$ cat src/crg_pkg.sv
// Shared constants and types for the register file and wide access guard
package crg_pkg;

	////////////////////////////////////////////////////////////////////////////////
	// Working register file
	localparam int         REG_COUNT     = 32;
	localparam int         PTR_BYTES     = 6;
	localparam logic [4:0] PTR_BASE      = 5'h1a;
	localparam logic [1:0] PTR_SEL_LOW   = 2'h0;
	localparam logic [1:0] PTR_SEL_MID   = 2'h1;
	localparam logic [1:0] PTR_SEL_HIGH  = 2'h2;

	typedef enum logic [1:0] {
		PTR_DISP,
		PTR_POST_INC,
		PTR_PRE_DEC
	} crg_ptr_mode_type;

	////////////////////////////////////////////////////////////////////////////////
	// Core register block offsets
	localparam logic [5:0] OFS_KEY       = 6'h04;
	localparam logic [5:0] OFS_SP_LOW    = 6'h0d;
	localparam logic [5:0] OFS_SP_HIGH   = 6'h0e;
	localparam logic [5:0] OFS_FLAGS     = 6'h0f;

	////////////////////////////////////////////////////////////////////////////////
	// Protection key
	localparam logic [7:0] SIG_SELF_PROG = 8'h9d;
	localparam logic [7:0] SIG_IO_WRITE  = 8'hd8;
	localparam int         KEY_IO_BIT    = 0;
	localparam int         KEY_SPM_BIT   = 1;
	localparam logic [2:0] UNLOCK_INSTR  = 3'h4;
	localparam logic [2:0] SP_HOLD_INSTR = 3'h4;

	////////////////////////////////////////////////////////////////////////////////
	// Reset values
	localparam logic [7:0]  FLAGS_RESET  = 8'h00;
	localparam logic [15:0] SP_RESET     = 16'hffff;

endpackage

$ cat src/crg_regfile_mem.sv
// Working register storage with one byte write port, one pair write port, two read ports
`timescale 1ns/100ps
module crg_regfile_mem (
	input  wire logic       clock,      // Processor clock
	input  wire logic       rst,        // Synchronous reset, high
	input  wire logic       wr_en,      // Byte write strobe
	input  wire logic [4:0] wr_addr,    // Byte write address
	input  wire logic [7:0] wr_data,    // Byte write data
	input  wire logic       pair_en,    // Pointer pair write strobe
	input  wire logic [4:0] pair_addr,  // Even address of the pair
	input  wire logic [15:0] pair_data, // Pair data, low byte at even address
	input  wire logic [4:0] rd_addr_a,  // Read port A address
	input  wire logic [4:0] rd_addr_b,  // Read port B address
	output logic      [7:0] rd_data_a,  // Read port A data, registered
	output logic      [7:0] rd_data_b   // Read port B data, registered
);

	logic [7:0] mem [0:crg_pkg::REG_COUNT-1];

	////////////////////////////////////////////////////////////////////////////////
	// Byte write comes last so it overrides the pair on a shared byte
	always_ff @(posedge clock) begin
		if (pair_en) begin
			mem[{pair_addr[4:1], 1'b0}] <= pair_data[7:0];
			mem[{pair_addr[4:1], 1'b1}] <= pair_data[15:8];
		end
		if (wr_en) begin
			mem[wr_addr] <= wr_data;
		end
	end

	// Read returns the old value on a same-cycle write; the pipeline forwards
	always_ff @(posedge clock) begin
		if (rst) begin
			rd_data_a <= 8'h00;
			rd_data_b <= 8'h00;
		end else begin
			rd_data_a <= mem[rd_addr_a];
			rd_data_b <= mem[rd_addr_b];
		end
	end

endmodule // crg_regfile_mem

$ cat src/crg_wide_stage.sv
// Multi-byte register reached through byte staging registers
`timescale 1ns/100ps
module crg_wide_stage #(
	parameter int                      BYTES       = 2,
	parameter logic [8*BYTES-1:0]      RESET_VALUE = '0
) (
	input  wire logic                 clock,     // Processor clock
	input  wire logic                 rst,       // Synchronous reset, high
	input  wire logic                 wr_en,     // Byte write strobe
	input  wire logic                 rd_en,     // Byte read strobe
	input  wire logic [1:0]           byte_sel,  // Byte index, 0 is least significant
	input  wire logic [7:0]           wdata,     // Write data
	output logic      [8*BYTES-1:0]   value_reg, // Live register value
	output logic      [7:0]           rd_byte    // Read data for byte_sel
);

	logic [7:0]             temp_reg [0:BYTES-2];
	logic [8*BYTES-9:0]     temp_flat;

	genvar i;
	generate
		for (i = 0; i < BYTES - 1; i++) begin : g_temp
			assign temp_flat[8*i +: 8] = temp_reg[i];
			always_ff @(posedge clock) begin
				if (rst) begin
					temp_reg[i] <= 8'h00;
				end else if (wr_en && byte_sel == 2'(i)) begin
					temp_reg[i] <= wdata;
				end else if (rd_en && byte_sel == 2'h0) begin
					temp_reg[i] <= value_reg[8*(i+1) +: 8];
				end
			end
		end
	endgenerate

	////////////////////////////////////////////////////////////////////////////////
	// Top byte commits all
	always_ff @(posedge clock) begin
		if (rst) begin
			value_reg <= RESET_VALUE;
		end else if (wr_en && byte_sel == 2'(BYTES - 1)) begin
			value_reg <= {wdata, temp_flat};
		end
	end

	always_comb begin
		rd_byte = value_reg[7:0];
		for (int k = 0; k < BYTES - 1; k++) begin
			if (byte_sel == 2'(k + 1)) begin
				rd_byte = temp_reg[k];
			end
		end
	end

endmodule // crg_wide_stage

$ cat src/crg_core.sv
// Working register file, pointer pairs, core register block and protection key
`timescale 1ns/100ps

// How it works
// - Thirty-two byte registers on their own ports, apart from data memory.
// - Register reads and writes complete each cycle with registered read data.
// - Immediate-form writes always land in registers sixteen to thirty-one.
// - Registers twenty-six to thirty-one form three sixteen-bit pointers.
// - Lower-numbered register holds the pointer low byte, higher the high byte.
// - The top pointer also addresses program memory reads.
// - Pointers support displacement, post-increment and pre-decrement forms.
// - Sixteen-bit registers meet the byte bus through a staging byte.
// - Writing the low byte loads only the staging byte.
// - Writing the high byte commits it and the staged low byte together.
// - Reading the low byte snapshots the high byte into staging.
// - Reading the high byte returns the staged snapshot.
// - Three-byte registers use two staging bytes, top written last.
// - Protected writes and self-programming need a prior unlock signature.
// - Two independent unlock modes: protected writes and self-programming.
// - Protected-write window lasts four retired instructions.
// - Any memory write, memory-controller access or sleep closes the write window.
// - Self-programming window lasts four instructions, closed by memory-controller access or sleep.
// - Interrupts are held off during either window, flags still set.
// - Key values select self-programming or protected-write unlock.
// - Key reads show active modes in bits zero and one, rest zero.
module crg_core (
	input  wire logic                     clock,           // Processor clock
	input  wire logic                     rst,             // Synchronous reset, high
	// Register file port from the pipeline
	input  wire logic [4:0]               rf_rd_addr_a,    // Operand A register
	input  wire logic [4:0]               rf_rd_addr_b,    // Operand B register
	output logic      [7:0]               rf_rd_data_a,    // Operand A data
	output logic      [7:0]               rf_rd_data_b,    // Operand B data
	input  wire logic                     rf_wr_en,        // Result write strobe
	input  wire logic                     rf_wr_imm,       // Write from an immediate-form op
	input  wire logic [4:0]               rf_wr_addr,      // Result register
	input  wire logic [7:0]               rf_wr_data,      // Result data
	// Pointer port
	input  wire logic                     ptr_op_en,       // Pointer load or store strobe
	input  wire logic [1:0]               ptr_sel,         // Low, mid or high pair
	input  crg_pkg::crg_ptr_mode_type     ptr_mode,        // Addressing form
	input  wire logic [5:0]               ptr_disp,        // Displacement
	output logic      [15:0]              ptr_addr_reg,    // Effective data address
	output logic                          ptr_valid_reg,   // Effective address strobe
	input  wire logic                     prog_rd_en,      // Program memory read strobe
	output logic      [15:0]              prog_addr_reg,   // Program memory byte address
	output logic      [15:0]              pointer_low,     // Low pair word
	output logic      [15:0]              pointer_mid,     // Mid pair word
	output logic      [15:0]              pointer_high,    // High pair word
	// Core register block port
	input  wire logic [5:0]               io_addr,         // Core block offset
	input  wire logic                     io_wr,           // Write strobe
	input  wire logic                     io_rd,           // Read strobe
	input  wire logic [7:0]               io_wdata,        // Write data
	output logic      [7:0]               io_rdata_reg,    // Read data, next cycle
	// Execution events
	input  wire logic                     instr_retire,    // One instruction completed
	input  wire logic                     any_io_wr,       // Write to any I/O register
	input  wire logic                     dmem_wr,         // Write to data memory
	input  wire logic                     nvm_access,      // Flash, controller or EEPROM access
	input  wire logic                     sleep_exec,      // Sleep executed
	input  wire logic                     flags_upd_en,    // ALU flag update strobe
	input  wire logic [7:0]               flags_upd,       // ALU flags
	output logic                          io_write_unlock, // Protected writes allowed
	output logic                          self_program_unlock, // Self-programming allowed
	output logic                          irq_hold_reg,    // Interrupt dispatch held
	output logic      [7:0]               status_flags,    // Status register
	output logic      [15:0]              stack_pointer    // Stack pointer value
);

	logic [4:0]  wr_addr_eff;
	logic [7:0]  ptr_byte_reg [0:crg_pkg::PTR_BYTES-1];
	logic [15:0] sel_word;
	logic [15:0] eff_next;
	logic [15:0] wb_word;
	logic        wb_want;
	logic        pair_en;
	logic [4:0]  pair_addr;
	logic        sp_wr;
	logic        sp_rd;
	logic [7:0]  sp_rd_byte;
	logic        key_wr;
	logic        cancel_io;
	logic        cancel_spm;
	logic [2:0]  io_cnt_reg;
	logic [2:0]  io_cnt_next;
	logic [2:0]  spm_cnt_reg;
	logic [2:0]  spm_cnt_next;
	logic [2:0]  sp_hold_reg;
	logic [2:0]  sp_hold_next;
	logic        io_unlock_reg;
	logic        spm_unlock_reg;
	logic [7:0]  flags_reg;
	logic [7:0]  rd_next;

	function automatic logic [4:0] pair_base(input logic [1:0] sel);
		pair_base = 5'(crg_pkg::PTR_BASE + {2'h0, sel, 1'b0});
	endfunction

	function automatic logic [2:0] window_step(input logic [2:0] cnt, input logic load,
						   input logic cancel, input logic retire);
		if (load) begin
			window_step = crg_pkg::UNLOCK_INSTR;
		end else if (cancel) begin
			window_step = 3'h0;
		end else if (retire && cnt != 3'h0) begin
			window_step = 3'(cnt - 3'h1);
		end else begin
			window_step = cnt;
		end
	endfunction

	////////////////////////////////////////////////////////////////////////////////
	// Register storage
	// Force upper half
	assign wr_addr_eff = rf_wr_imm ? {1'b1, rf_wr_addr[3:0]} : rf_wr_addr;

	crg_regfile_mem u_mem (
		.clock     (clock),
		.rst       (rst),
		.wr_en     (rf_wr_en),
		.wr_addr   (wr_addr_eff),
		.wr_data   (rf_wr_data),
		.pair_en   (pair_en),
		.pair_addr (pair_addr),
		.pair_data (wb_word),
		.rd_addr_a (rf_rd_addr_a),
		.rd_addr_b (rf_rd_addr_b),
		.rd_data_a (rf_rd_data_a),
		.rd_data_b (rf_rd_data_b)
	);

	////////////////////////////////////////////////////////////////////////////////
	// Pointer pairs; a mirror of the top six bytes keeps the words on flops
	// Low byte at even address
	assign sel_word     = {ptr_byte_reg[{ptr_sel, 1'b1}], ptr_byte_reg[{ptr_sel, 1'b0}]};
	assign pointer_low  = {ptr_byte_reg[1], ptr_byte_reg[0]};
	assign pointer_mid  = {ptr_byte_reg[3], ptr_byte_reg[2]};
	assign pointer_high = {ptr_byte_reg[5], ptr_byte_reg[4]};

	always_comb begin
		eff_next = sel_word;
		wb_word  = sel_word;
		wb_want  = 1'b0;
		case (ptr_mode)
			crg_pkg::PTR_DISP: begin
				eff_next = 16'(sel_word + {10'h000, ptr_disp});
			end
			crg_pkg::PTR_POST_INC: begin
				wb_word = 16'(sel_word + 16'h0001);
				wb_want = 1'b1;
			end
			crg_pkg::PTR_PRE_DEC: begin
				wb_word  = 16'(sel_word - 16'h0001);
				eff_next = wb_word;
				wb_want  = 1'b1;
			end
			default: begin
				eff_next = sel_word;
			end
		endcase
	end

	// Select three is no pair, so it never writes back
	assign pair_en   = ptr_op_en && wb_want && ptr_sel != 2'h3;
	assign pair_addr = pair_base(ptr_sel);

	genvar i;
	generate
		for (i = 0; i < crg_pkg::PTR_BYTES; i++) begin : g_ptr
			localparam logic [4:0] BYTE_ADDR = 5'(crg_pkg::PTR_BASE + i);
			always_ff @(posedge clock) begin
				if (rst) begin
					ptr_byte_reg[i] <= 8'h00;
				end else if (rf_wr_en && wr_addr_eff == BYTE_ADDR) begin
					ptr_byte_reg[i] <= rf_wr_data;
				end else if (pair_en && pair_addr[4:1] == BYTE_ADDR[4:1]) begin
					ptr_byte_reg[i] <= BYTE_ADDR[0] ? wb_word[15:8] : wb_word[7:0];
				end
			end
		end
	endgenerate

	always_ff @(posedge clock) begin
		if (rst) begin
			ptr_addr_reg  <= 16'h0000;
			ptr_valid_reg <= 1'b0;
		end else begin
			ptr_valid_reg <= ptr_op_en && ptr_sel != 2'h3;
			// Select three has no pair, so the last address stands
			if (ptr_op_en && ptr_sel != 2'h3) begin
				ptr_addr_reg <= eff_next;
			end
		end
	end

	always_ff @(posedge clock) begin
		if (rst) begin
			prog_addr_reg <= 16'h0000;
		end else if (prog_rd_en) begin
			prog_addr_reg <= pointer_high;
		end
	end

	////////////////////////////////////////////////////////////////////////////////
	// Stack pointer behind its staging byte
	assign sp_wr = io_wr && (io_addr == crg_pkg::OFS_SP_LOW || io_addr == crg_pkg::OFS_SP_HIGH);
	assign sp_rd = io_rd && (io_addr == crg_pkg::OFS_SP_LOW || io_addr == crg_pkg::OFS_SP_HIGH);

	crg_wide_stage #(
		.BYTES       (2),
		.RESET_VALUE (crg_pkg::SP_RESET)
	) u_sp (
		.clock     (clock),
		.rst       (rst),
		.wr_en     (sp_wr),
		.rd_en     (sp_rd),
		.byte_sel  (2'(io_addr - crg_pkg::OFS_SP_LOW)),
		.wdata     (io_wdata),
		.value_reg (stack_pointer),
		.rd_byte   (sp_rd_byte)
	);

	////////////////////////////////////////////////////////////////////////////////
	// Protection key windows
	// Independent modes
	assign key_wr = io_wr && io_addr == crg_pkg::OFS_KEY;

	assign cancel_io  = io_wr || any_io_wr || dmem_wr || nvm_access || sleep_exec;
	assign cancel_spm = nvm_access || sleep_exec;

	assign io_cnt_next  = window_step(io_cnt_reg, key_wr && io_wdata == crg_pkg::SIG_IO_WRITE,
					  cancel_io, instr_retire);
	assign spm_cnt_next = window_step(spm_cnt_reg, key_wr && io_wdata == crg_pkg::SIG_SELF_PROG,
					  cancel_spm, instr_retire);

	// Stack low-byte write holds interrupts until four instructions or next I/O write
	always_comb begin
		if (io_wr && io_addr == crg_pkg::OFS_SP_LOW) begin
			sp_hold_next = crg_pkg::SP_HOLD_INSTR;
		end else if (io_wr || any_io_wr) begin
			sp_hold_next = 3'h0;
		end else if (instr_retire && sp_hold_reg != 3'h0) begin
			sp_hold_next = 3'(sp_hold_reg - 3'h1);
		end else begin
			sp_hold_next = sp_hold_reg;
		end
	end

	always_ff @(posedge clock) begin
		if (rst) begin
			io_cnt_reg     <= 3'h0;
			spm_cnt_reg    <= 3'h0;
			io_unlock_reg  <= 1'b0;
			spm_unlock_reg <= 1'b0;
		end else begin
			io_cnt_reg     <= io_cnt_next;
			spm_cnt_reg    <= spm_cnt_next;
			io_unlock_reg  <= io_cnt_next != 3'h0;
			spm_unlock_reg <= spm_cnt_next != 3'h0;
		end
	end

	assign io_write_unlock     = io_unlock_reg;
	assign self_program_unlock = spm_unlock_reg;

	always_ff @(posedge clock) begin
		if (rst) begin
			sp_hold_reg  <= 3'h0;
			irq_hold_reg <= 1'b0;
		end else begin
			sp_hold_reg  <= sp_hold_next;
			irq_hold_reg <= io_cnt_next != 3'h0 || spm_cnt_next != 3'h0 ||
					sp_hold_next != 3'h0;
		end
	end

	////////////////////////////////////////////////////////////////////////////////
	// Status flags; a software write wins over an ALU update in the same cycle
	always_ff @(posedge clock) begin
		if (rst) begin
			flags_reg <= crg_pkg::FLAGS_RESET;
		end else if (io_wr && io_addr == crg_pkg::OFS_FLAGS) begin
			flags_reg <= io_wdata;
		end else if (flags_upd_en) begin
			flags_reg <= flags_upd;
		end
	end

	assign status_flags = flags_reg;

	////////////////////////////////////////////////////////////////////////////////
	// Read data
	always_comb begin
		rd_next = 8'h00;
		case (io_addr)
			crg_pkg::OFS_KEY: begin
				rd_next[crg_pkg::KEY_IO_BIT]  = io_unlock_reg;
				rd_next[crg_pkg::KEY_SPM_BIT] = spm_unlock_reg;
			end
			crg_pkg::OFS_SP_LOW: begin
				rd_next = sp_rd_byte;
			end
			crg_pkg::OFS_SP_HIGH: begin
				rd_next = sp_rd_byte;
			end
			crg_pkg::OFS_FLAGS: begin
				rd_next = flags_reg;
			end
			default: begin
				rd_next = 8'h00;
			end
		endcase
	end

	always_ff @(posedge clock) begin
		if (rst) begin
			io_rdata_reg <= 8'h00;
		end else begin
			io_rdata_reg <= io_rd ? rd_next : 8'h00;
		end
	end

endmodule // crg_core

$ cat config.mk
export PLATFORM = sky130hd
export DESIGN_NAME = crg_core
export DESIGN_NICKNAME = d
export VERILOG_FILES = /design/src/crg_pkg.sv /design/src/crg_regfile_mem.sv /design/src/crg_wide_stage.sv /design/src/crg_core.sv
export SDC_FILE = /design/constraint.sdc
export NUM_CORES = 1
export LEC_CHECK = 0
export ABC_CLOCK_PERIOD_IN_PS = 3200
export CORE_MARGIN = 5
export CORE_UTILIZATION = 39
export CTS_BUF_LIST = sky130_fd_sc_hd__clkbuf_8 sky130_fd_sc_hd__clkbuf_16
export CTS_CLUSTER_SIZE = 40
export DETAILED_ROUTE_END_ITERATION = 6
export DONT_BUFFER_PORTS = 1
export PLACE_DENSITY = 0.54
export SYNTH_ARGS = -nofsm -noshare
export SYNTH_HDL_FRONTEND = slang
export SYNTH_SLANG_ARGS = --single-unit
export TNS_END_PERCENT = 5
$ cat constraint.sdc
create_clock -name clock -period 3.2 [get_ports clock]
set_clock_uncertainty 0.2 [all_clocks]
set_input_delay 0.16 -clock clock [delete_from_list [all_inputs] [get_ports clock]]
set_output_delay 0.16 -clock clock [all_outputs]
set_load 0.01 [all_outputs]
==> results.rst <==
.. list-table::
   :header-rows: 1

   * - Metric
     - Value
   * - Tightest Pin Transition
     - 1190 ps
   * - Buffer and inverter count on the worst path
     - 2
   * - Via count of the first global-routing pass
     - 17455
   * - Top-area cell type share of the netlist area
     - 40.7%
   * - Residual overflow from global routing
     - 0
   * - Fmax achieved
     - 323 MHz
   * - Count of endpoints failing setup in the final report
     - 0
   * - First-pass GRT wire length
     - 118 mm
   * - Number of maximum-capacitance constraint violations
     - 0
   * - Number of warnings printed during yosys synthesis
     - 0
   * - Number of clock sinks
     - 405
   * - Syn-to-layout area delta
     - 17.7%
   * - Final net count
     - 2223
   * - Tightest slew margin relative to the limit
     - 20.6%
   * - Area inside the core boundary
     - 58800 um2
   * - Final Critical Period
     - 3100 ps
   * - Period utilisation layout
     - 96.8%
   * - Post-DRT Antenna Nets
     - 0
   * - Final routed wire length divided by cell count
     - 27.7 um
   * - Worst path max stage delay
     - 570 ps
   * - Main area contributors after synthesis
     - edfxtp_1 41%, mux4_2 16%, dfxtp_1 8.1%
   * - Number of buffers created by CTS
     - 48
   * - Part of the Yosys area used for sequential elements
     - 48.8%
   * - Maximum number of pins on one net before global-route repair
     - 119
   * - Element type at the critical path end
     - register
   * - Crit path required time
     - 3440 ps
   * - Sum of routed wire length over all layers
     - 81.8 mm
   * - Number of I/O port buffers
     - 0
   * - Post-route setup slack
     - 102 ps
   * - TritonRoute pass-1 iters
     - 5
   * - Stages on the worst setup path
     - 6
   * - Number of core rows
     - 89
   * - Hold WC Path Type
     - in -> reg
   * - Cell accounting for the most synthesized area
     - edfxtp_1
   * - Main flop type after synthesis
     - edfxtp_1
   * - Avg Cell Area, Syn
     - 11.3 um2
   * - Cell at the slowest stage of the critical path
     - dlygate4sd3_1
   * - I/O pin count
     - 201
   * - DP Wirelength
     - 53.3 mm
   * - Cells along the critical path
     - mux4_2 > mux4_2 > dlygate4sd3_1 > mux2i_1 > dlygate4sd3_1 > nor2_1
   * - Depth of the CTS H-tree
     - 2
   * - Initial standard-cell utilization of the core
     - 39.2%
   * - Total met2 wirelength after detailed routing
     - 39.0 mm
   * - Avg Vias per Cell
     - 6.12
   * - Pleak
     - 0.00986 uW
   * - Worst-case reg-to-reg path depth
     - 6
   * - Pwr/cell area
     - 499 nW/um2
   * - Post-Synthesis Cell Area
     - 23000 um2
   * - Length of routed wiring on met1
     - 30.6 mm
   * - Die outline area
     - 64000 um2
   * - Number of flip-flops and latches in the synthesized netlist
     - 405
   * - Critical setup path kind
     - reg -> reg
   * - Count leader, synth
     - nor2_1
   * - Cell family contributing the most delay on the critical path
     - multiplexers
   * - Vert. Die Dim
     - 253 um
   * - Max Fanout on Critical Path
     - 2
   * - DRC marker count from the first detailed-route iteration
     - 1993
   * - Buffers from clock root to sink, at most
     - 3
   * - Filler cells
     - 5344
   * - VDD IR max
     - 0.000550 V
   * - Post-synthesis async set-or-reset flop share
     - 0%
   * - Count of flip-flops with a built-in enable after synthesis
     - 312
   * - Clock input transition at the sequential cells of the worst setup and hold paths
     - 70 ps
   * - Number of vias after detailed routing
     - 18058
   * - Instance count along the most critical hold path
     - 5
   * - Cell at the root of the clock tree
     - clkbuf_16
   * - Data arrival time of the critical path
     - 3340 ps
   * - Final-report hold violation count
     - 0
   * - Clock network latency to the later pin of the worst-skew pair
     - 600 ps
   * - Metal3 WL
     - 8.48 mm
   * - Count of final max-slew check failures
     - 0
   * - Die width
     - 253 um
   * - RSZ-0062 raised after global routing
     - true
   * - Fraction of layout cells with a size suffix above 1
     - 19.9%
   * - Commonest cells in the netlist
     - 345 x nor2_1, 312 x edfxtp_1, 210 x a21oi_1
   * - Outcome
     - finished, final reports clean
   * - Net count after synthesis
     - 2127
   * - Post-route DRC violation count
     - 0
   * - Gate count of the mapped netlist
     - 2040
   * - Clock tree from TritonCTS
     - yes
   * - Number of distinct library cell variants in the gate-level netlist after synthesis
     - 78
   * - GRT Util Overall
     - 24.8%
   * - Top layer in use
     - met4
   * - Worst setup timing slack at the placement stage
     - 60.4 ps
   * - Initial antenna violation count
     - 2
   * - Number of flip-flops in the largest register
     - 256
   * - Critical Path Source Type
     - register
   * - Gpl congestion
     - 0.931
   * - Worst Hold Margin
     - 24.2 ps
## report_power, final
group | internal, uW | total (uW) | switching (uW)
Sequential | 5890 | 6030 | 139
Clock | 3190 | 5440 | 2240
Combinational | 883 | 2060 | 1180
Total | 9960 | 13500 | 3560
## metal layers
layer / GRT usage [%] / vias up
met2: 40.5 / 1005
met1: 31.4 / 8967
met3: 6.26 / 192
met5: 0 / -
met4: 10.6 / 0
li1: - / 7894
## worst reg2reg max path: stages (launching register included)
cell and delay, ps:
edfxtp_1 430, mux4_2 540, mux4_2 470, dlygate4sd3_1 570, mux2i_1 130, dlygate4sd3_1 560
nor2_1 40
## layout make-up
type | count | area (um2) | share of cell area [%]
Timing Repair Buffer | 229 | 2280 | 8.43
Antenna cell | 3 | 7.51 | 0.0277
Clock buffer | 57 | 1340 | 4.93
Multi-Input combinational cell | 1403 | 10900 | 40.1
Sequential cell | 405 | 11200 | 41.4
Inverter | 49 | 189 | 0.697
Clock inverter | 31 | 219 | 0.808
Tap cell | 773 | 967 | 3.57
## kinds of logic (layout without fill, tap and decap cells)
family,after synthesis,count (layout),synth area share (%)
other,0,3,0
buffers and inverters,232,366,4.21
and+or+nand+nor,637,637,12.3
xor gates and xnor gates,25,25,0.984
adders and majority gates,18,18,1.01
muxes,253,253,19.8
AOI/OAI and AO/OA,470,470,12.9
DFF,405,405,48.8
## metrics by stage
| step | cells | TNS, ps | util [%] | total power, uW | area, um2 |
|---|---|---|---|---|---|
| after floorplan | 2040 | 0 | - | 7360 | 23000 |
| after global placement | 2749 | 0 | 41.3 | 7820 | 24300 |
| after detailed placement | 2749 | 0 | 41.3 | 7850 | 24300 |
| after CTS | 2939 | 0 | 45.9 | 13500 | 27000 |
| after global routing | 2948 | -47.2 | 46.1 | 14000 | 27100 |
| final | 2950 | 0 | 46.1 | 13500 | 27100 |
## what timing repair did
action / CTS / global route
hold endpoints to repair: 505 / 0
hold buffers: 102 / 0
setup endpoints to repair: 0 / 130
gates resized for setup: 0 / 14
buffers inserted: 0 / 7
## placed cells by master, fill, tap and decap left out, drive strengths merged, types with 5 or more instances in the layout
| cell | Yosys | final |
|---|---|---|
| a22o | 10 | 10 |
| nand2 | 145 | 145 |
| nor3b | 5 | 5 |
| o21ai | 64 | 64 |
| nand4 | 9 | 9 |
| a211o | 16 | 16 |
| a31oi | 20 | 20 |
| o21a | 15 | 15 |
| nand2b | 13 | 13 |
| clkbuf | 124 | 57 |
| nor2b | 24 | 24 |
| mux2i | 80 | 80 |
| nand3 | 17 | 17 |
| xnor2 | 21 | 21 |
| ha | 17 | 17 |
| a21oi | 220 | 220 |
| nor4 | 13 | 13 |
| a22oi | 18 | 18 |
| inv | 49 | 63 |
| nor2 | 346 | 346 |
| nor3 | 32 | 32 |
| dlygate4sd3 | 0 | 91 |
| clkinv | 0 | 13 |
| a211oi | 22 | 22 |
| edfxtp | 312 | 312 |
| o22ai | 32 | 32 |
| and3 | 8 | 8 |
| and2 | 6 | 6 |
| mux2 | 13 | 13 |
| dfxtp | 93 | 93 |
| buf | 59 | 136 |
| a221oi | 13 | 13 |
| o211ai | 7 | 7 |
| mux4 | 160 | 160 |
## worst paths after layout
| check | from | endpoint | slack, ps |
|---|---|---|---|
| worst max-delay path | u_mem.mem[31][1] | u_mem.rd_data_b[1] | 100 |
| worst min-delay path | ptr_sel[1] | ptr_addr_reg[5] | 20 |
| worst max register to register | u_mem.mem[31][1] | u_mem.rd_data_b[1] | 100 |
| worst min register to register | u_sp.temp_reg[0][6] | u_sp.value_reg[6] | 280 |
(Power assumes the default switching activity.)
